`config.mk`:
```
export PLATFORM = sky130hd
export DESIGN_NAME = esr_top
export DESIGN_NICKNAME = d
export VERILOG_FILES = /design/src/esr_pkg.sv /design/src/esr_sync.sv /design/src/esr_tick.sv /design/src/esr_top.sv
export SDC_FILE = /design/constraint.sdc
export NUM_CORES = 1
export LEC_CHECK = 0
export ABC_AREA = 1
export BUFFER_PORTS_ARGS = -buffer_cell sky130_fd_sc_hd__buf_2
export CAP_MARGIN = 5
export CORE_MARGIN = 3
export CORE_UTILIZATION = 57
export DETAILED_ROUTE_END_ITERATION = 8
export GPL_ROUTABILITY_DRIVEN = 1
export PLACE_DENSITY = 0.79
export SETUP_SLACK_MARGIN = 0.05
export SLEW_MARGIN = 20
export SYNTH_ARGS = -nofsm -noshare
export SYNTH_HDL_FRONTEND = slang
export SYNTH_SLANG_ARGS = --single-unit
```
`constraint.sdc`:
```
create_clock -name pclk -period 2.1 [get_ports pclk]
set_clock_uncertainty 0.1 [all_clocks]
set_input_delay 0.21 -clock pclk [delete_from_list [all_inputs] [get_ports pclk]]
set_output_delay 0.21 -clock pclk [all_outputs]
set_load 0.02 [all_outputs]
```
`src/esr_pkg.sv`:
```
// Package: constants and types for the external stop request selector
package esr_pkg;
  // ===========================================================
  // Register map (byte addresses)
  localparam logic [7:0] ADDR_CTRL   = 8'h00;
  localparam logic [7:0] ADDR_STATUS = 8'h04;
  localparam logic [7:0] ADDR_INT_ST = 8'h08;
  localparam logic [7:0] ADDR_INT_MK = 8'h0C;
  localparam logic [7:0] ADDR_TOL    = 8'h10;
  // ===========================================================
  // Field positions in the control word
  localparam int CTRL_EN_SAFE_STANDSTILL = 0;
  localparam int CTRL_EN_RETRACT         = 4;
  localparam int CTRL_EN_EXT_STOPS       = 6;
  localparam int CTRL_STOP_MODE_LSB      = 8;
  localparam int CTRL_PLC_MODE4          = 12;
  localparam int CTRL_XCMP_STARTED       = 13;
  localparam logic [2:0] STOP_MODE_RETRACT = 3'h4;
  // ===========================================================
  // Interrupt status bit positions
  localparam int IRQ_CHANGE   = 0;
  localparam int IRQ_ALARM    = 1;
  localparam int IRQ_MISMATCH = 2;
  localparam int IRQ_STOP     = 3;
  localparam int IRQ_W        = 4;
  // ===========================================================
  // Reset values and timing
  localparam logic [31:0] CTRL_RST = 32'h0000_0000;
  localparam logic [15:0] TOL_RST  = 16'h0064;
  localparam int CLK_HZ            = 25_000_000;
  localparam int MON_CYCLE_US      = 2;
  localparam int MON_DIV = CLK_HZ / 1_000_000 * MON_CYCLE_US;
  typedef enum logic [2:0] {
    ESR_NONE, ESR_STOP_A, ESR_STOP_C, ESR_STOP_D, ESR_STOP_E
  } esr_stop_t;
endpackage

```
`src/esr_sync.sv`:
```
// Two flip-flop synchroniser for a vector of pin inputs
`timescale 1ns/1ps
`default_nettype none
module esr_sync #(
  parameter int W = 4
) (
  input  wire logic         pclk,
  input  wire logic         presetn,
  input  wire logic [W-1:0] d,
  output logic      [W-1:0] q
);
  logic [W-1:0] meta_q;
  // Deselected (high) at reset so a spurious stop cannot appear
  always_ff @(posedge pclk or negedge presetn) begin
    if (!presetn) begin
      meta_q <= '1;
      q      <= '1;
    end else begin
      meta_q <= d;
      q      <= meta_q;
    end
  end
endmodule
`default_nettype wire

```
`src/esr_tick.sv`:
```
// Divider producing the monitoring cycle enable pulse
`timescale 1ns/1ps
`default_nettype none
module esr_tick #(
  parameter int DIV = 50
) (
  input  wire logic pclk,
  input  wire logic presetn,
  output logic      tick
);
  logic [15:0] cnt_q;
  always_ff @(posedge pclk or negedge presetn) begin
    if (!presetn) begin
      cnt_q <= 16'h0000;
      tick  <= 1'b0;
    end else if (cnt_q == 16'(DIV - 1)) begin
      cnt_q <= 16'h0000;
      tick  <= 1'b1;
    end else begin
      cnt_q <= cnt_q + 16'h0001;
      tick  <= 1'b0;
    end
  end
endmodule
`default_nettype wire

```
`src/esr_top.sv`:
```
// External stop request selector with APB registers and interrupt
//
// How it works
// - Four external stops: A, C, D, E
// - Stop inputs active low, high deselects
// - Only highest priority stop executes: A>C>D>E
// - Works only with external-stops enable bit
// - Retract stop also needs its own enable
// - Stop A held until cross-comparison starts
// - Retract stop blocked without own enable
// - Stop mode 4: errors trigger retract stop
// - Alarm when mode 4 with safe standstill enabled but no retract enable
// - PLC stop mode compared with kernel setting
// - Any stop input change starts tolerance timer
// - Stop A reports pulses cancelled, stop-A active
// - Stop C asserts stop-C active
// - Stop D asserts stop-D active
// - External stops raise no alarm themselves
`timescale 1ns/1ps
`default_nettype none
module esr_top
  import esr_pkg::*;
#(
  parameter int MON_DIV_P = esr_pkg::MON_DIV
) (
  input  wire logic        pclk,
  input  wire logic        presetn,
  input  wire logic        psel,
  input  wire logic        penable,
  input  wire logic        pwrite,
  input  wire logic [7:0]  paddr,
  input  wire logic [31:0] pwdata,
  output logic      [31:0] prdata,
  output logic             pready,
  output logic             pslverr,
  input  wire logic [3:0]  safe_input_signal_n,
  input  wire logic        xcmp_error,
  output logic             pulses_cancelled,
  output logic             stop_a_active,
  output logic             stop_c_active,
  output logic             stop_d_active,
  output logic             stop_e_active,
  output logic             tol_running,
  output logic             alarm_no_retract,
  output logic             irq
);
  import esr_pkg::*;

  // ===========================================================
  // Input synchronisation and monitoring cycle
  logic [3:0] sin_s;
  logic [3:0] sin_prev_q;
  logic       tick;
  logic       xerr_s;
  logic [1:0] xerr_m_q;

  esr_sync #(.W(4)) esr_sync_i (
    .pclk    (pclk),
    .presetn (presetn),
    .d       (safe_input_signal_n),
    .q       (sin_s)
  );
  esr_tick #(.DIV(MON_DIV_P)) esr_tick_i (
    .pclk    (pclk),
    .presetn (presetn),
    .tick    (tick)
  );

  always_ff @(posedge pclk or negedge presetn) begin
    if (!presetn) begin
      xerr_m_q <= 2'b00;
    end else begin
      xerr_m_q <= {xerr_m_q[0], xcmp_error};
    end
  end
  assign xerr_s = xerr_m_q[1];

  // ===========================================================
  // Registers
  logic [31:0] ctrl_q;
  logic [15:0] tol_q;
  logic [IRQ_W-1:0] ist_q;
  logic [IRQ_W-1:0] imk_q;

  wire wr_en   = psel && penable && pwrite;
  wire en_ext  = ctrl_q[CTRL_EN_EXT_STOPS];
  wire en_ret  = ctrl_q[CTRL_EN_RETRACT];
  wire xcmp_go = ctrl_q[CTRL_XCMP_STARTED];
  wire [2:0] stop_mode = ctrl_q[CTRL_STOP_MODE_LSB +: 3];
  wire mode4   = (stop_mode == STOP_MODE_RETRACT);
  wire addr_ok = (paddr == ADDR_CTRL) || (paddr == ADDR_STATUS) ||
                 (paddr == ADDR_INT_ST) || (paddr == ADDR_INT_MK) ||
                 (paddr == ADDR_TOL);

  always_ff @(posedge pclk or negedge presetn) begin
    if (!presetn) begin
      ctrl_q <= CTRL_RST;
      tol_q  <= TOL_RST;
      imk_q  <= '0;
    end else if (wr_en) begin
      if (paddr == ADDR_CTRL)   ctrl_q <= pwdata;
      if (paddr == ADDR_TOL)    tol_q  <= pwdata[15:0];
      if (paddr == ADDR_INT_MK) imk_q  <= pwdata[IRQ_W-1:0];
    end
  end

  // ===========================================================
  // Request qualification and priority
  wire [3:0] req = ~sin_s;
  // Until the cross-comparison runs, stop A stays forced for safety
  wire req_a = en_ext && (req[0] || !xcmp_go);
  wire req_c = en_ext && req[1];
  wire req_d = en_ext && (req[2] || (xerr_s && !mode4));
  wire req_e = en_ext && en_ret && (req[3] || (xerr_s && mode4));

  esr_stop_t sel;
  always_comb begin
    if (req_a)      sel = ESR_STOP_A;
    else if (req_c) sel = ESR_STOP_C;
    else if (req_d) sel = ESR_STOP_D;
    else if (req_e) sel = ESR_STOP_E;
    else            sel = ESR_NONE;
  end

  // ===========================================================
  // Feedback outputs, updated once per monitoring cycle
  esr_stop_t act_q;
  always_ff @(posedge pclk or negedge presetn) begin
    if (!presetn) begin
      act_q            <= ESR_NONE;
      pulses_cancelled <= 1'b0;
      stop_a_active    <= 1'b0;
      stop_c_active    <= 1'b0;
      stop_d_active    <= 1'b0;
      stop_e_active    <= 1'b0;
    end else if (tick) begin
      act_q            <= sel;
      pulses_cancelled <= (sel == ESR_STOP_A);
      stop_a_active    <= (sel == ESR_STOP_A);
      stop_c_active    <= (sel == ESR_STOP_C);
      stop_d_active    <= (sel == ESR_STOP_D);
      stop_e_active    <= (sel == ESR_STOP_E);
    end
  end

  // ===========================================================
  // Changeover tolerance timer
  logic [15:0] tol_cnt_q;
  wire in_change = (sin_s != sin_prev_q);
  always_ff @(posedge pclk or negedge presetn) begin
    if (!presetn) begin
      sin_prev_q  <= 4'hF;
      tol_cnt_q   <= 16'h0000;
      tol_running <= 1'b0;
    end else begin
      sin_prev_q <= sin_s;
      if (in_change) begin
        tol_cnt_q   <= tol_q;
        tol_running <= (tol_q != 16'h0000);
      end else if (tick && tol_cnt_q != 16'h0000) begin
        tol_cnt_q   <= tol_cnt_q - 16'h0001;
        tol_running <= (tol_cnt_q != 16'h0001);
      end
    end
  end

  // ===========================================================
  // Configuration alarm and channel cross-check
  wire cfg_alarm = mode4 && ctrl_q[CTRL_EN_SAFE_STANDSTILL] && !en_ret;
  wire mismatch  = xcmp_go && (ctrl_q[CTRL_PLC_MODE4] != mode4);
  always_ff @(posedge pclk or negedge presetn) begin
    if (!presetn) alarm_no_retract <= 1'b0;
    else          alarm_no_retract <= cfg_alarm;
  end

  // ===========================================================
  // Interrupt status: set wins over write-one-to-clear
  // A stop selection is an event only, never an alarm
  logic [IRQ_W-1:0] ev;
  assign ev[IRQ_CHANGE]   = in_change;
  assign ev[IRQ_ALARM]    = cfg_alarm;
  assign ev[IRQ_MISMATCH] = mismatch;
  assign ev[IRQ_STOP]     = tick && (sel != act_q);
  wire [IRQ_W-1:0] w1c = (wr_en && paddr == ADDR_INT_ST) ?
                         pwdata[IRQ_W-1:0] : '0;
  always_ff @(posedge pclk or negedge presetn) begin
    if (!presetn) begin
      ist_q <= '0;
      irq   <= 1'b0;
    end else begin
      ist_q <= (ist_q & ~w1c) | ev;
      irq   <= |(((ist_q & ~w1c) | ev) & imk_q);
    end
  end

  // ===========================================================
  // APB read path, zero wait states
  wire [31:0] status_w = {16'h0000, tol_cnt_q[7:0], 1'b0, act_q,
                          tol_running, mismatch, cfg_alarm, xcmp_go};
  logic [31:0] rdata_d;
  always_comb begin
    case (paddr)
      ADDR_CTRL:   rdata_d = ctrl_q;
      ADDR_STATUS: rdata_d = status_w;
      ADDR_INT_ST: rdata_d = {28'h0000000, ist_q};
      ADDR_INT_MK: rdata_d = {28'h0000000, imk_q};
      ADDR_TOL:    rdata_d = {16'h0000, tol_q};
      default:     rdata_d = 32'h0000_0000;
    endcase
  end
  always_ff @(posedge pclk or negedge presetn) begin
    if (!presetn) begin
      prdata  <= 32'h0000_0000;
      pready  <= 1'b0;
      pslverr <= 1'b0;
    end else begin
      pready  <= psel && !penable;
      pslverr <= psel && !penable && !addr_ok;
      if (psel && !penable && !pwrite) prdata <= rdata_d;
    end
  end

  // ===========================================================
  // Assertions
  property p_prio_a;
    @(posedge pclk) disable iff (!presetn)
      tick && req_a |=> stop_a_active && !stop_c_active && !stop_d_active;
  endproperty
  a_prio_a: assert property (p_prio_a) else $error("stop A not exclusive");
  property p_disabled;
    @(posedge pclk) disable iff (!presetn)
      tick && !en_ext |=> !stop_a_active && !stop_c_active
                          && !stop_d_active && !stop_e_active;
  endproperty
  a_disabled: assert property (p_disabled) else $error("stop while off");
  property p_ret_en;
    @(posedge pclk) disable iff (!presetn)
      tick && !en_ret |=> !stop_e_active;
  endproperty
  a_ret_en: assert property (p_ret_en) else $error("E without enable");
  property p_xcmp;
    @(posedge pclk) disable iff (!presetn)
      tick && en_ext && !xcmp_go |=> stop_a_active;
  endproperty
  a_xcmp: assert property (p_xcmp) else $error("A not held");
  property p_mode4;
    @(posedge pclk) disable iff (!presetn)
      tick && en_ext && mode4 && xerr_s && !(|req[2:0]) && xcmp_go
        |=> !stop_d_active;
  endproperty
  a_mode4: assert property (p_mode4) else $error("D in mode 4");
  property p_alarm;
    @(posedge pclk) disable iff (!presetn)
      cfg_alarm |=> alarm_no_retract;
  endproperty
  a_alarm: assert property (p_alarm) else $error("alarm missing");
  property p_tol;
    @(posedge pclk) disable iff (!presetn)
      in_change && tol_q != 16'h0000 |=> tol_running;
  endproperty
  a_tol: assert property (p_tol) else $error("timer not started");
  property p_fb_a;
    @(posedge pclk) disable iff (!presetn)
      stop_a_active |-> pulses_cancelled;
  endproperty
  a_fb_a: assert property (p_fb_a) else $error("A feedback split");
  property p_clear;
    @(posedge pclk) disable iff (!presetn)
      tick && sel == ESR_NONE |=> !stop_c_active && !stop_d_active;
  endproperty
  a_clear: assert property (p_clear) else $error("feedback stuck");
  property p_prio_c;
    @(posedge pclk) disable iff (!presetn)
      tick && req_c && !req_a |=> stop_c_active && !stop_a_active
                                  && !stop_d_active && !stop_e_active;
  endproperty
  a_prio_c: assert property (p_prio_c) else $error("stop C lost");
  property p_prio_d;
    @(posedge pclk) disable iff (!presetn)
      tick && req_d && !req_a && !req_c |=> stop_d_active && !stop_e_active;
  endproperty
  a_prio_d: assert property (p_prio_d) else $error("stop D lost");
  property p_stop_e;
    @(posedge pclk) disable iff (!presetn)
      tick && req_e && !req_a && !req_c && !req_d |=> stop_e_active;
  endproperty
  a_stop_e: assert property (p_stop_e) else $error("stop E lost");
  // Feedback may only move on a monitoring tick
  property p_hold;
    @(posedge pclk) disable iff (!presetn)
      !tick |=> $stable(stop_a_active) && $stable(stop_c_active) &&
                $stable(stop_d_active) && $stable(stop_e_active);
  endproperty
  a_hold: assert property (p_hold) else $error("feedback off tick");
  property p_alarm_off;
    @(posedge pclk) disable iff (!presetn)
      !cfg_alarm |=> !alarm_no_retract;
  endproperty
  a_alarm_off: assert property (p_alarm_off) else $error("alarm stuck");
  c_stop_a: cover property (@(posedge pclk) stop_a_active);
  c_alarm:  cover property (@(posedge pclk) alarm_no_retract);
  c_stop_c: cover property (@(posedge pclk) stop_c_active);
  c_stop_e: cover property (@(posedge pclk) stop_e_active);
  c_irq:    cover property (@(posedge pclk) irq);
endmodule
`default_nettype wire

```
* Yosys cells after proc, flatten, opt, wreduce, memory -nomap -nowiden
Index checks and enable logic that the tools add are counted.
** Storage, ports and cells
- Register bits :: 147
- Latch bits :: 0
- Bits in writable memories :: 0
- Bits in read-only memories :: 0
- Bits of input ports :: 50
- Output and inout port bits :: 42
- Word-level logic and storage cells :: 94
- Memories kept :: 0
** Operators by class
- Add/sub/neg operators :: 2
- Multipliers :: 0
- Divide/modulo/power cells :: 0
- Order comparisons :: 0
- Eq/ne operators :: 14
- Shift-type cells :: 0
- Mux-type cells :: 12
- Bitwise gates (word level) :: 5
- Reduce and logical (&&, ||, !) cells :: 39
** Operator list (number)
- 32-bit one-hot mux with 5 select lines :: 1
- 16-bit two-way mux :: 3
- 16-bit nonzero test :: 2
- 1-bit logical AND :: 18
- 16-bit by 1-bit adder with 16-bit output, second input constant :: 1
- 16-bit by 6-bit equality test with 1-bit output, second input constant :: 1
- 8-bit by 4-bit equality test with 1-bit output, second input constant :: 2
- 16-bit by 1-bit != test with 1-bit output, second input constant :: 1
- 16-bit by 1-bit subtractor with 16-bit output, second input constant :: 1
- 3-bit two-way mux :: 4
- 4-bit bitwise AND :: 2
- 8-bit by 3-bit equality test with 1-bit output, second input constant :: 1
- 8-bit by 5-bit equality test with 1-bit output, second input constant :: 1
- 8-bit zero test :: 1
- 4-bit NOT :: 2
- 1-bit logical OR :: 7
- 3-bit by 2-bit equality test with 1-bit output, second input constant :: 2
- 3-bit equality test, second input constant :: 2
- 1-bit zero test :: 6
- 2-bit AND reduction :: 3
- 4-bit two-way mux :: 1
- 4-bit != test :: 1
- 4-bit bitwise OR :: 1
- 4-bit OR reduction :: 1
- other kinds (5) :: 7

* Longest topological paths before layout
Gate-level depths: netlist of the first run.
- Depth after elaboration :: 13
- Depth in mapped cells :: 14
- Gate-level depth less buffers :: 14

* Cells and area by module
A second synthesis of the first run with hierarchy kept.
** Unflattened totals
- Cells, all modules :: 772
- Area total of the unflattened synthesis :: 6708.9 um2
** By module, submodules not included
- esr_top :: instances 1, cells each 650, area each 5576.6 um2, sequential area each 3061.7 um2
- esr_tick :: instances 1, cells each 114, area each 922.1 um2, sequential area each 425.4 um2
- esr_sync :: instances 1, cells each 8, area each 210.2 um2, sequential area each 210.2 um2

* Worst setup path before layout of the first run
OpenSTA, ideal clock, no wires.
- Path type :: reg2reg
- From :: register tol_cnt_q[0]
- To :: register tol_cnt_q[11]
- Library setup time :: 0.124 ns
- Arrival time :: 1.462 ns
- Required time :: 1.876 ns
- Setup slack :: 0.414 ns
- Stages on the path, launching flop included :: 10
- Path buffers :: 0
- Clock period less this slack :: 1.686 ns
- Cells stage by stage :: dfrtp_1 -> inv_1 -> ha_1 -> nand4_1 -> nor2_2 -> nand2_1 -> nand3_2 -> inv_2 -> a22oi_1 -> nand2_1
** Between the ends
- Cells in the longest elaborated chain, start to end :: 3
- Elaborated cells between the ends (all ways) :: 6
- Those cells by class :: 1 x add/sub; 2 x mux; 3 x reduce/logical
** RTL lines
- from (decl) :: RTL line esr_top.sv:148 : logic [15:0] tol_cnt_q;
- from (signal assigned) :: RTL line esr_top.sv:158 : tol_cnt_q <= tol_q;
- from (signal assigned) :: RTL line esr_top.sv:161 : tol_cnt_q <= tol_cnt_q - 16'h0001;
- 16-bit by 1-bit subtractor with 16-bit output or 16-bit nonzero test (tied branches) :: RTL line esr_top.sv:161, esr_top.sv:160
- 16-bit two-way mux or 1-bit logical AND (tied branches) :: RTL line esr_top.sv:160 : end else if (tick && tol_cnt_q != 16'h0000) begin
- 16-bit two-way mux or 2-bit nonzero test (tied branches)
Several ways; a longest one is shown, not always the timed one. The select of a mux whose other input is x is not followed.
A chain may end at the register's enable or synchronous reset.

* Final worst setup path of the first run
- From :: register esr_tick_i.cnt_q[0]
- To :: register esr_tick_i.cnt_q[12]
** Between the ends
- Cells in the longest elaborated chain, start to end :: 2
- Elaborated cells between the ends (all ways) :: 3
- Those cells by class :: 1 x add/sub; 1 x eq/ne; 1 x mux
** RTL lines
- from (decl) :: RTL line esr_tick.sv:11 : logic [15:0] cnt_q;
- from (signal assigned) :: RTL line esr_tick.sv:20 : cnt_q <= cnt_q + 16'h0001;
- 16-bit by 1-bit adder with 16-bit output or 16-bit by 6-bit equality test with 1-bit output (tied branches) :: RTL line esr_tick.sv:20, esr_tick.sv:16
- 16-bit two-way mux * :: RTL line esr_tick.sv:16 : end else if (cnt_q == 16'(DIV - 1)) begin
Every way passes the cells marked *; elsewhere a longest branch is shown, timed or not.

==> impl_metrics.yaml, run 1 <==
detailed_routing:
  routed-via-count: 5671
  postRouteAntennaNets: 0
  drt_wl_total_um: 17190
  drc: 0
  router_iterations_before_antenna_repair: 5
  drt-initial-drc-count: 482
  wl_per_cell_um: 16.89
  avgViaCountPerCell: 5.571
power_and_ir_drop:
  sequentialPowerShare: 0.462
  power_leakage_nw: 4.176
  share_comb_of_total_power: 0.066
  powerDensity_mw_per_mm2: 765.5
  netSwitchingFraction: 0.2186
  internal_power_mw: 4.961
  ir_worst_vdd_v: 0.0007939
  power.net_switching_mw: 1.388
  clock_power_frac: 0.471
synth:
  synth_simple_gate_area_share: 0.1928
  synth_enable_flop_cells: 0
  synth.distinct_cells: 44
  synth_top_area_share: 0.4979
  postSynth.asyncResetShare: 1.000
  yosys.area_share.xor_xnor: 0.02508
  synth_top_family_by_area: "simple AND/OR/NAND/NOR gates"
  synth_compound_gate_area_share: 0.1184
  ys_top_cells_by_area: "dfrtp_1 (50%), nand2_1 (9.8%), dfstp_2 (5.9%)"
  synth.mux.area_fraction: 0.03169
  netlist_area_mm2: 0.006634
  synth_top_area_cell: "dfrtp_1"
  yosysSeqAreaShare: 0.5573
  synthFlopType: "dfrtp_1"
  postSynthNetCount: 774
  syn-mean-instance-area_um2: 9.214
  post_synth_fa_ha_maj_area_fraction: 0.007544
  yosys_register_bits: 147
  synth_cells: 720
  synth.yosys.warnings: 0
clock_tree:
  tritoncts_clock_tree: "yes"
  cts_made_buffers: 17
  clk_pin_slew_ps: 60
  worstSkewPairLatency_ps: 430
  buffer_cell_driving_the_clock_tree_root: "clkbuf_16"
  clock-sinks: 147
  h_tree_lvl_count: 4
  cts.path.max_buffers: 2
place:
  dp_hpwl_um: 11960
  placed_cells_incl_taps: 949
  routabilityCongestion: 0.9824
  placed_cell_area_mm2: 0.007327
  io_buffers: 91
global_route:
  grtUsageTotal: 0.2795
  gr-total-overflow: 0
  grt_first_pass_wirelength_um: 27960
  grt_pass1_vias: 5550
  grt_antenna_before_repair: 0
  grt_max_degree: 58
outcome:
  outcome: "finished clean"
floorplanning:
  core_region_area_mm2: 0.01113
  horizontal_die_dimension_um: 113.9
  die_h_um: 113.9
  boundaryPins: 92
  initial_utilization: 0.5963
  row_count: 38
  design.die.area_mm2: 0.01297
setup_path:
  crit_path_max_fanout: 4
  r2r_setup_slack_ps: 230
  critPathCaptureType: "flip-flop"
  crit_path_top_delay_cell: "dfrtp_1"
  number_of_cells_on_the_worst_reg_to_reg_path: 11
  count_of_buffer_and_inverter_cells_on_the_critical_path: 1
  critical_path_required_ps: 2310
  start_kind: "flip-flop"
  worstPathCellList: "ha_2, nand2_2, nor2_4, nand2_1, nor2_2, nand2_2, nor2_4, nand3_2, nor2_2, xor2_1, inv_1"
  cpPeakStageDelay_ps: 410
  reg2reg_to: "esr_tick_i.cnt_q[12]"
  critical_path.reg2reg.startpoint: "esr_tick_i.cnt_q[0]"
  data_arrival_time_at_the_worst_slack_endpoint_ps: 2080
  timing_worst_setup_path_type: "reg2reg"
  cp_top_family: "simple AND/OR/NAND/NOR gates"
min_path:
  worstHoldStart: "pwdata[9]"
  holdPathStages: 3
  worst_hold_path_class: "in2reg"
  worst_hold_endpoint: "tol_q[9]"
timing:
  finalHoldViolations: 0
  setup_repair_after_global_routing_missed_its_margin: "false"
  layout_min_cycle_time_ps: 1870
  final-setup-viol-count: 0
  timing_max_transition_violations_final: 0
  max_freq_mhz: 534.8
  layout_worst_path_cycle_share: 0.8904
  timing.setup.tns_ps: 0
  timing.slew.headroom: 0.5921
  finalHoldWorstSlack_ps: 9.358
  worstMarginPinSlew_ps: 611.3
cells_and_area:
  drive_gt1_frac: 0.2301
  instances_no_fill: 1018
  final_core_utilization: 0.7454
  final_nets: 919
  final_common_cell: "nand2_1"
  fin_area_mm2: 0.008293
  antenna_cells_inserted: 0
  synthToLayoutAreaGrowth_pct: 25.01
  mostFrequentLayoutCells: "nand2_1 (171), dfrtp_1 (132), buf_2 (90), inv_1 (80), o21ai_0 (78)"
job:
  drv_cap: 0
==> timing repair <==
item | in CTS | in global routing
hold buffers | 34 | 0
resized for setup | 0 | 9
endpoints found under the setup margin | 0 | 2
setup buffers | 0 | 3
hold endpoints to repair | 86 | 0
==> synthesized netlist by cell type (3+ instances only) <==
cell type,number
nor4_1,6
nand2_1,173
nand2_2,6
buf_6,3
xor2_1,18
o31ai_1,3
nand4_1,9
dfrtp_1,132
o21ai_0,78
a2bb2oi_1,3
o211ai_1,8
clkbuf_1,10
mux2_4,14
a21oi_1,24
nor2_2,7
inv_1,80
o21ai_1,6
ha_1,4
nor3_1,10
buf_2,6
a22o_1,3
inv_2,5
o221ai_1,6
dfstp_2,15
nand3_1,22
o22ai_1,4
nor2_1,43
==> logic make-up (layout without fill, tap and decap cells) <==
logic type / count (synthesis) / count (layout)
mux: 14 / 14
xor+xnor: 19 / 19
flops: 147 / 147
fa+ha+maj: 4 / 4
compound gates: 139 / 139
simple gates: 289 / 289
buf+inv: 108 / 266
==> flip-flops by register name, indices dropped and copies added (netlist names), 2 cells and up <==
name and cells:
tol_q 16, sin_prev_q 4, ist_q 4, esr_tick_i.cnt_q 16
imk_q 4, tol_cnt_q 16, xerr_m_q 2, ctrl_q 32
act_q 3, esr_sync_i.meta_q 4, prdata 32, esr_sync_i.q 4
==> area by class of cell <==
type | instances | area, µm²
sequential | 147 | 3697
clock inverter | 6 | 105.1
inverter | 88 | 336.6
multi-input combinational | 465 | 2525
timing repair buffer | 146 | 984.7
fill | 797 | 2833
clock buffer | 26 | 469.2
tap | 140 | 175.2
==> power by group through the flow <==
stage / Clock, mW / Sequential, mW / Combinational, mW
6_report: 2.99 / 2.94 / 0.422
5_1_grt: 3.13 / 2.94 / 0.467
4_1_cts: 3.01 / 2.93 / 0.421
3_5_place_dp: 0 / 2.98 / 0.369
3_3_place_gp: 0 / 2.98 / 0.363
2_1_floorplan: 0 / 3.00 / 0.155
==> worst register-to-register path: cells and delay by family (launching register included) <==
kind	cells	cell delay, ps
AND/OR/NAND/NOR	8	860
flip-flops	1	410
adder cells (fa/ha/maj)	1	210
XOR/XNOR	1	150
buffers and inverters	1	50
==> how the worst max path moves through the flow <==
stage | end | from | cells past startpoint | slack [ps]
global route | irq | ctrl_q[9] | 14 | 50
finish | esr_tick_i.cnt_q[12] | esr_tick_i.cnt_q[0] | 11 | 230
detailed placement | esr_tick_i.cnt_q[12] | esr_tick_i.cnt_q[0] | 11 | 180
floorplan | tol_cnt_q[11] | tol_cnt_q[0] | 9 | 410
global placement | irq | ctrl_q[9] | 14 | 250
CTS | irq | esr_sync_i.q[0] | 13 | 140
==> layer usage <==
| metal | GRT usage | share of wire | up-vias |
|---|---|---|---|
| met5 | 0 | 0 | - |
| met4 | 0.1053 | 0.029 | 0 |
| met1 | 0.3711 | 0.42 | 2732 |
| met2 | 0.4527 | 0.48 | 249 |
| li1 | - | - | 2646 |
| met3 | 0.06313 | 0.077 | 44 |
==> stage by stage <==
step / total power [mW] / setup WS (ps)
floorplan: 3.150 / 414.1
global placement: 3.344 / 252.9
detailed placement: 3.351 / 177.0
CTS: 6.363 / 143.1
global route: 6.534 / 53.27
finish: 6.349 / 230.1
Power figures use the tool's default switching activity.
==> run 2: changes to the inputs <==
- PLACE_DENSITY: 0.79 -> 0.76
==> run 2 against run 1 <==
Non-clock buffer count rose by 6. Highest routed layer unchanged. Critical endpoint is now tol_cnt_q[2]. Fmax fell by 3.7%. Clock-buffer cell count fell by 5.
==> impl_metrics.yaml, run 2 (synthesized netlist as in run 1, its figures left out) <==
clock_tree:
  cts_made_buffers: 17
  worstSkewPairLatency_ps: 420
  buffer_cell_driving_the_clock_tree_root: "clkbuf_16"
  clock-sinks: 147
  h_tree_lvl_count: 4
  tritoncts_clock_tree: "yes"
  clk_pin_slew_ps: 60
  cts.path.max_buffers: 2
cells_and_area:
  final_nets: 925
  nFillCells: 811
  mostFrequentLayoutCells: "nand2_1 (172), dfrtp_1 (132), buf_2 (90), inv_1 (80), o21ai_0 (78)"
  drive_gt1_frac: 0.2330
  antenna_cells_inserted: 0
  final_common_cell: "nand2_1"
  reg_top3: "ctrl_q: 32 flops, prdata: 32 flops"
  synthToLayoutAreaGrowth_pct: 26.03
floorplanning:
  row_count: 38
  initial_utilization: 0.5963
  boundaryPins: 92
  core_region_area_mm2: 0.01113
  die_h_um: 113.9
  horizontal_die_dimension_um: 113.9
  design.die.area_mm2: 0.01297
timing:
  max_freq_mhz: 514.7
  timing.slew.headroom: 0.6074
  timing.setup.tns_ps: 0
  postLayoutSetupSlackWorst_ps: 157.3
  layout_worst_path_cycle_share: 0.9251
  timing_max_transition_violations_final: 0
  finalHoldViolations: 0
  layout_min_cycle_time_ps: 1943
  worstMarginPinSlew_ps: 588.4
  final-setup-viol-count: 0
  setup_repair_after_global_routing_missed_its_margin: "false"
setup_path:
  crit_path_top_delay_cell: "dfrtp_1"
  start_kind: "flip-flop"
  timing_worst_setup_path_type: "reg2reg"
  r2r_setup_slack_ps: 160
  critical_path_required_ps: 2300
  reg2reg_to: "tol_cnt_q[2]"
  number_of_cells_on_the_worst_reg_to_reg_path: 9
  crit_path_max_fanout: 4
  critPathCaptureType: "flip-flop"
  cpPeakStageDelay_ps: 420
  critPathLaunch: "tol_cnt_q[0]"
  critical_path.reg2reg.startpoint: "tol_cnt_q[0]"
  crit_end: "tol_cnt_q[2]"
  worstPathCellList: "inv_1, ha_1, nand4_1, nor2_2, nand2_1, nand2_2, nor2_1, xor2_1, a21oi_1"
  data_arrival_time_at_the_worst_slack_endpoint_ps: 2140
detailed_routing:
  postRouteAntennaNets: 0
  routed-via-count: 5604
  drt-initial-drc-count: 512
  drt_wl_total_um: 17550
  router_iterations_before_antenna_repair: 5
  drc: 0
  avgViaCountPerCell: 5.473
  wl_per_cell_um: 17.14
global_route:
  grtUsageTotal: 0.2849
  grt_util_met3: 0.06472
  gr-total-overflow: 0
  busiest_layer: "met2"
  grt_first_pass_wirelength_um: 28610
  grtUsageMet2: 0.4601
  grt_use_met1: 0.3886
  grt_antenna_before_repair: 0
  grt_max_degree: 50
  grt_pass1_vias: 5748
power_and_ir_drop:
  internal_power_mw: 4.857
  share_comb_of_total_power: 0.068
  sequentialPowerShare: 0.465
  clock_power_frac: 0.468
  powerDensity_mw_per_mm2: 756.0
  power_leakage_nw: 4.194
  power.net_switching_mw: 1.463
  total_power_mw: 6.320
  ir_worst_vdd_v: 0.0007788
  netSwitchingFraction: 0.2315
place:
  dp_hpwl_um: 12090
  routabilityCongestion: 0.9213
  io_buffers: 91
  place_worst_setup_slack_ps: 154.8
outcome:
  outcome: "finished clean"
min_path:
  worst_hold_path_class: "in2reg"
job:
  drv_cap: 0
## run 2: area by class of cell
class | instances | area, µm² | share of cell area
Sequential cell | 147 | 3697 | 0.4422
Multi-Input combinational cell | 465 | 2531 | 0.3028
Timing Repair Buffer | 152 | 1042 | 0.1247
Clock buffer | 21 | 450.4 | 0.05388
Inverter | 88 | 336.6 | 0.04026
Tap cell | 140 | 175.2 | 0.02095
Clock inverter | 11 | 127.6 | 0.01526
## run 2: metal layers
| layer | wire, µm | part of all wire |
|---|---|---|
| met5 | 0 | 0 |
| met1 | 7674 | 0.44 |
| met3 | 1084 | 0.062 |
| met2 | 8463 | 0.48 |
| met4 | 324 | 0.018 |
## run 2: worst min path at each step
stage                               end  slack [ps]  depth (start not counted)       start
after floorplan                act_q[0]        -190                          0     presetn
after detailed placement  tol_cnt_q[10]          80                          1     presetn
after CTS                     tol_q[14]          10                          3  pwdata[14]
after global routing          tol_q[14]          70                          3  pwdata[14]
after global placement    tol_cnt_q[10]          70                          1     presetn
final                         tol_q[14]          30                          3  pwdata[14]
## run 2: what timing repair did
item                                   CTS  global route
endpoints found under the hold margin   96             0
gates resized for setup                  0             9
setup buffers                            0             2
setup endpoints to repair                0             8
hold buffers                            39             0
## run 2: power by group through the flow
stage	Combinational (mW)	Clock, mW	Sequential (mW)
6_report	0.428	2.96	2.94
5_1_grt	0.471	3.12	2.94
4_1_cts	0.423	3.00	2.93
3_5_place_dp	0.362	0	2.98
3_3_place_gp	0.356	0	2.98
2_1_floorplan	0.155	0	3.00
## run 2: worst max-delay path: cells and delay by family (launching register included)
family,cells,cell delay (ps)
buf+inv,1,90
fa+ha+maj,1,170
xor+xnor,1,210
flops,1,420
simple gates,5,740
compound gates,1,90
## run 2: stage by stage
step / hold WS (ps) / utilization / instances / area [µm²]
global placement: 65.73 / 0.6599 / 951 / 7342
detailed placement: 76.63 / 0.6599 / 951 / 7342
global route: 73.61 / 0.7515 / 1024 / 8361
finish: 31.10 / 0.7515 / 1024 / 8361
CTS: 11.57 / 0.7470 / 1022 / 8310
floorplan: -185.6 / - / 720 / 6634
==> run 3: changes to the inputs <==
- RECOVER_POWER: default -> 50
- SYNTH_HIERARCHICAL: default -> 1
==> run 3 against run 2 <==
Combinational power about the same. Via count increased by 5.0%. Clock power increased by 7.8%. Cell count increased by 4.2%. Global-route usage increased by 0.41 points. First-iteration DRC count increased by 19%. Sequential share of layout area decreased by 0.15 points. Hold slack improved by 95 ps. Critical path type is now in2reg. Highest routed layer unchanged.
==> impl_metrics.yaml, run 3 <==
outcome:
  outcome: "finished clean"
floorplanning:
  initial_utilization: 0.6004
  horizontal_die_dimension_um: 114.5
  row_count: 38
  core_region_area_mm2: 0.01117
  die_h_um: 114.5
  design.die.area_mm2: 0.01311
  boundaryPins: 92
synth:
  ys_top_cells_by_area: "dfrtp_1 (49%), nand2_1 (11%), dfstp_2 (5.9%)"
  synthFlopType: "dfrtp_1"
  synth_enable_flop_cells: 0
  yosys-top-cells-count: "nand2_1 (195), dfrtp_1 (132), inv_1 (93)"
  postSynth.asyncResetShare: 1.000
  yosys.cell_count.top_type: "nand2_1"
  yosys_register_bits: 147
  synth_cells: 772
  postSynthNetCount: 826
  synth_top_area_cell: "dfrtp_1"
  netlist_area_mm2: 0.006709
  yosysSeqAreaShare: 0.5511
  synth_top_area_share: 0.4924
  synth.yosys.warnings: 6
  synth.distinct_cells: 42
  syn-mean-instance-area_um2: 8.690
detailed_routing:
  router_iterations_before_antenna_repair: 5
  drt-initial-drc-count: 608
  postRouteAntennaNets: 0
  avgViaCountPerCell: 5.514
  drt_wl_total_um: 17680
  drc: 0
  routed-via-count: 5883
  wl_per_cell_um: 16.57
cells_and_area:
  final_common_cell: "nand2_1"
  drive_gt1_frac: 0.1944
  synthToLayoutAreaGrowth_pct: 25.05
  mostFrequentLayoutCells: "nand2_1 (194), dfrtp_1 (132), inv_1 (93), buf_2 (85), nor2_1 (61)"
  final_nets: 967
  nFillCells: 801
  reg_top3: "ctrl_q: 32 flops, prdata: 32 flops"
timing:
  postLayoutSetupSlackWorst_ps: 168.9
  finalHoldViolations: 0
  layout_min_cycle_time_ps: 1931
  timing.setup.tns_ps: 0
  timing_max_transition_violations_final: 0
  timing.slew.headroom: 0.2404
  worstMarginPinSlew_ps: 1139
  final-setup-viol-count: 0
  setup_repair_after_global_routing_missed_its_margin: "false"
  max_freq_mhz: 517.9
  layout_worst_path_cycle_share: 0.9196
power_and_ir_drop:
  share_comb_of_total_power: 0.065
  internal_power_mw: 5.082
  clock_power_frac: 0.487
  ir_worst_vdd_v: 0.0006625
  power_leakage_nw: 4.208
  powerDensity_mw_per_mm2: 780.9
  power.net_switching_mw: 1.469
  netSwitchingFraction: 0.2242
  sequentialPowerShare: 0.448
setup_path:
  timing_worst_setup_path_type: "in2reg"
  start_kind: "primary input"
  critPathMostFrequentCell: "nor2_1"
  data_arrival_time_at_the_worst_slack_endpoint_ps: 2100
  critPathCaptureType: "flip-flop"
  crit_path_top_delay_cell: "dlygate4sd3_1"
  worstPathCellList: "dlygate4sd3_1, buf_2, nand2_1, nor2_1, nand2_2, buf_4, nor2_1, a21oi_1"
  crit_path_max_fanout: 64
  cpPeakStageDelay_ps: 550
  cp_top_family: "buffers and inverters"
  count_of_buffer_and_inverter_cells_on_the_critical_path: 3
  critical_path_required_ps: 2270
clock_tree:
  buffer_cell_driving_the_clock_tree_root: "clkbuf_16"
  cts.repair_timing.setup_buffer_count: 0
  worstSkewPairLatency_ps: 420
  h_tree_lvl_count: 4
  tritoncts_clock_tree: "yes"
  cts_made_buffers: 17
  clock-sinks: 147
  cts.path.max_buffers: 2
  clk_pin_slew_ps: 60
global_route:
  grtUsageTotal: 0.2890
  gr-total-overflow: 0
  grt_antenna_before_repair: 0
  grt_pass1_vias: 5919
  grt_first_pass_wirelength_um: 29190
  grt_max_degree: 65
job:
  drv_cap: 0
place:
  routabilityCongestion: 0.9812
  place_worst_setup_slack_ps: 234.1
  dp_hpwl_um: 12070
  io_buffers: 91
min_path:
  worst_hold_path_class: "in2reg"
==> run 3: final timing paths <==
check / startpoint / to / slack [ps] / cells past startpoint
min in group asynchronous: presetn / prdata[22] / 450 / 2
min reg2reg: xerr_m_q[0] / xerr_m_q[1] / 260 / 0
max reg2reg: esr_sync_i/q[1] / tol_cnt_q[1] / 240 / 8
max in group asynchronous: presetn / tol_q[5] / 350 / 3
max: penable / ctrl_q[26] / 170 / 8
min: paddr[0] / pslverr / 130 / 3
==> run 3: area by class of cell <==
class | instances | area, µm² | area share
sequential | 147 | 3697 | 0.4407
clock inverter | 13 | 183.9 | 0.02192
tap | 140 | 175.2 | 0.02088
antenna | 1 | 2.502 | 0.0002983
timing repair buffer | 144 | 982.2 | 0.1171
inverter | 104 | 392.9 | 0.04683
clock buffer | 19 | 442.9 | 0.05280
multi-input combinational | 499 | 2512 | 0.2995
==> run 3: worst min-delay path, delay by kind of cell <==
family	cells	cell delay (ps)
simple gates	1	140
compound gates	1	130
buf+inv	1	120
==> run 3: timing repair <==
action                                  4_1_cts  5_1_grt
gates resized for setup                       0        1
hold endpoints to repair                    167        0
endpoints found under the setup margin        0        2
hold buffers                                 41        0
==> run 3: power by group through the flow <==
stage / logic, mW / clock network (mW) / registers [mW]
after floorplan: 0.160 / 0 / 3.00
after global placement: 0.361 / 0 / 2.98
after detailed placement: 0.367 / 0 / 2.98
after CTS: 0.428 / 3.22 / 2.93
after global routing: 0.473 / 3.36 / 2.94
final: 0.425 / 3.19 / 2.93
==> run 3: cells by family (layout without fill, tap and decap cells) <==
group	after synthesis	after routing	share of synthesized area
compound gates	142	142	0.1242
xor+xnor	19	19	0.02480
fa+ha+maj	4	4	0.007460
buf+inv	126	280	0.07478
flops	147	147	0.5511
other cells	0	1	0
simple gates	334	334	0.2176
==> run 3: through the flow <==
| stage | instances | power [mW] | hold WS (ps) | area (µm²) | utilization |
|---|---|---|---|---|---|
| 2_1_floorplan | 772 | 3.156 | -185.6 | 6709 | - |
| 3_3_place_gp | 993 | 3.342 | 56.50 | 7365 | 0.6591 |
| 3_5_place_dp | 993 | 3.350 | 56.43 | 7365 | 0.6591 |
| 4_1_cts | 1066 | 6.578 | 115.1 | 8402 | 0.7520 |
| 5_1_grt | 1066 | 6.765 | 148.7 | 8387 | 0.7506 |
| 6_report | 1067 | 6.551 | 126.1 | 8389 | 0.7508 |
==> run 3: routing by layer <==
metal / vias to the layer above / GRT usage / part of all wire
met5: - / 0 / 0
met4: 0 / 0.1140 / 0.021
met3: 36 / 0.06290 / 0.063
met2: 222 / 0.4653 / 0.49
met1: 2844 / 0.3832 / 0.43
li1: 2781 / - / -
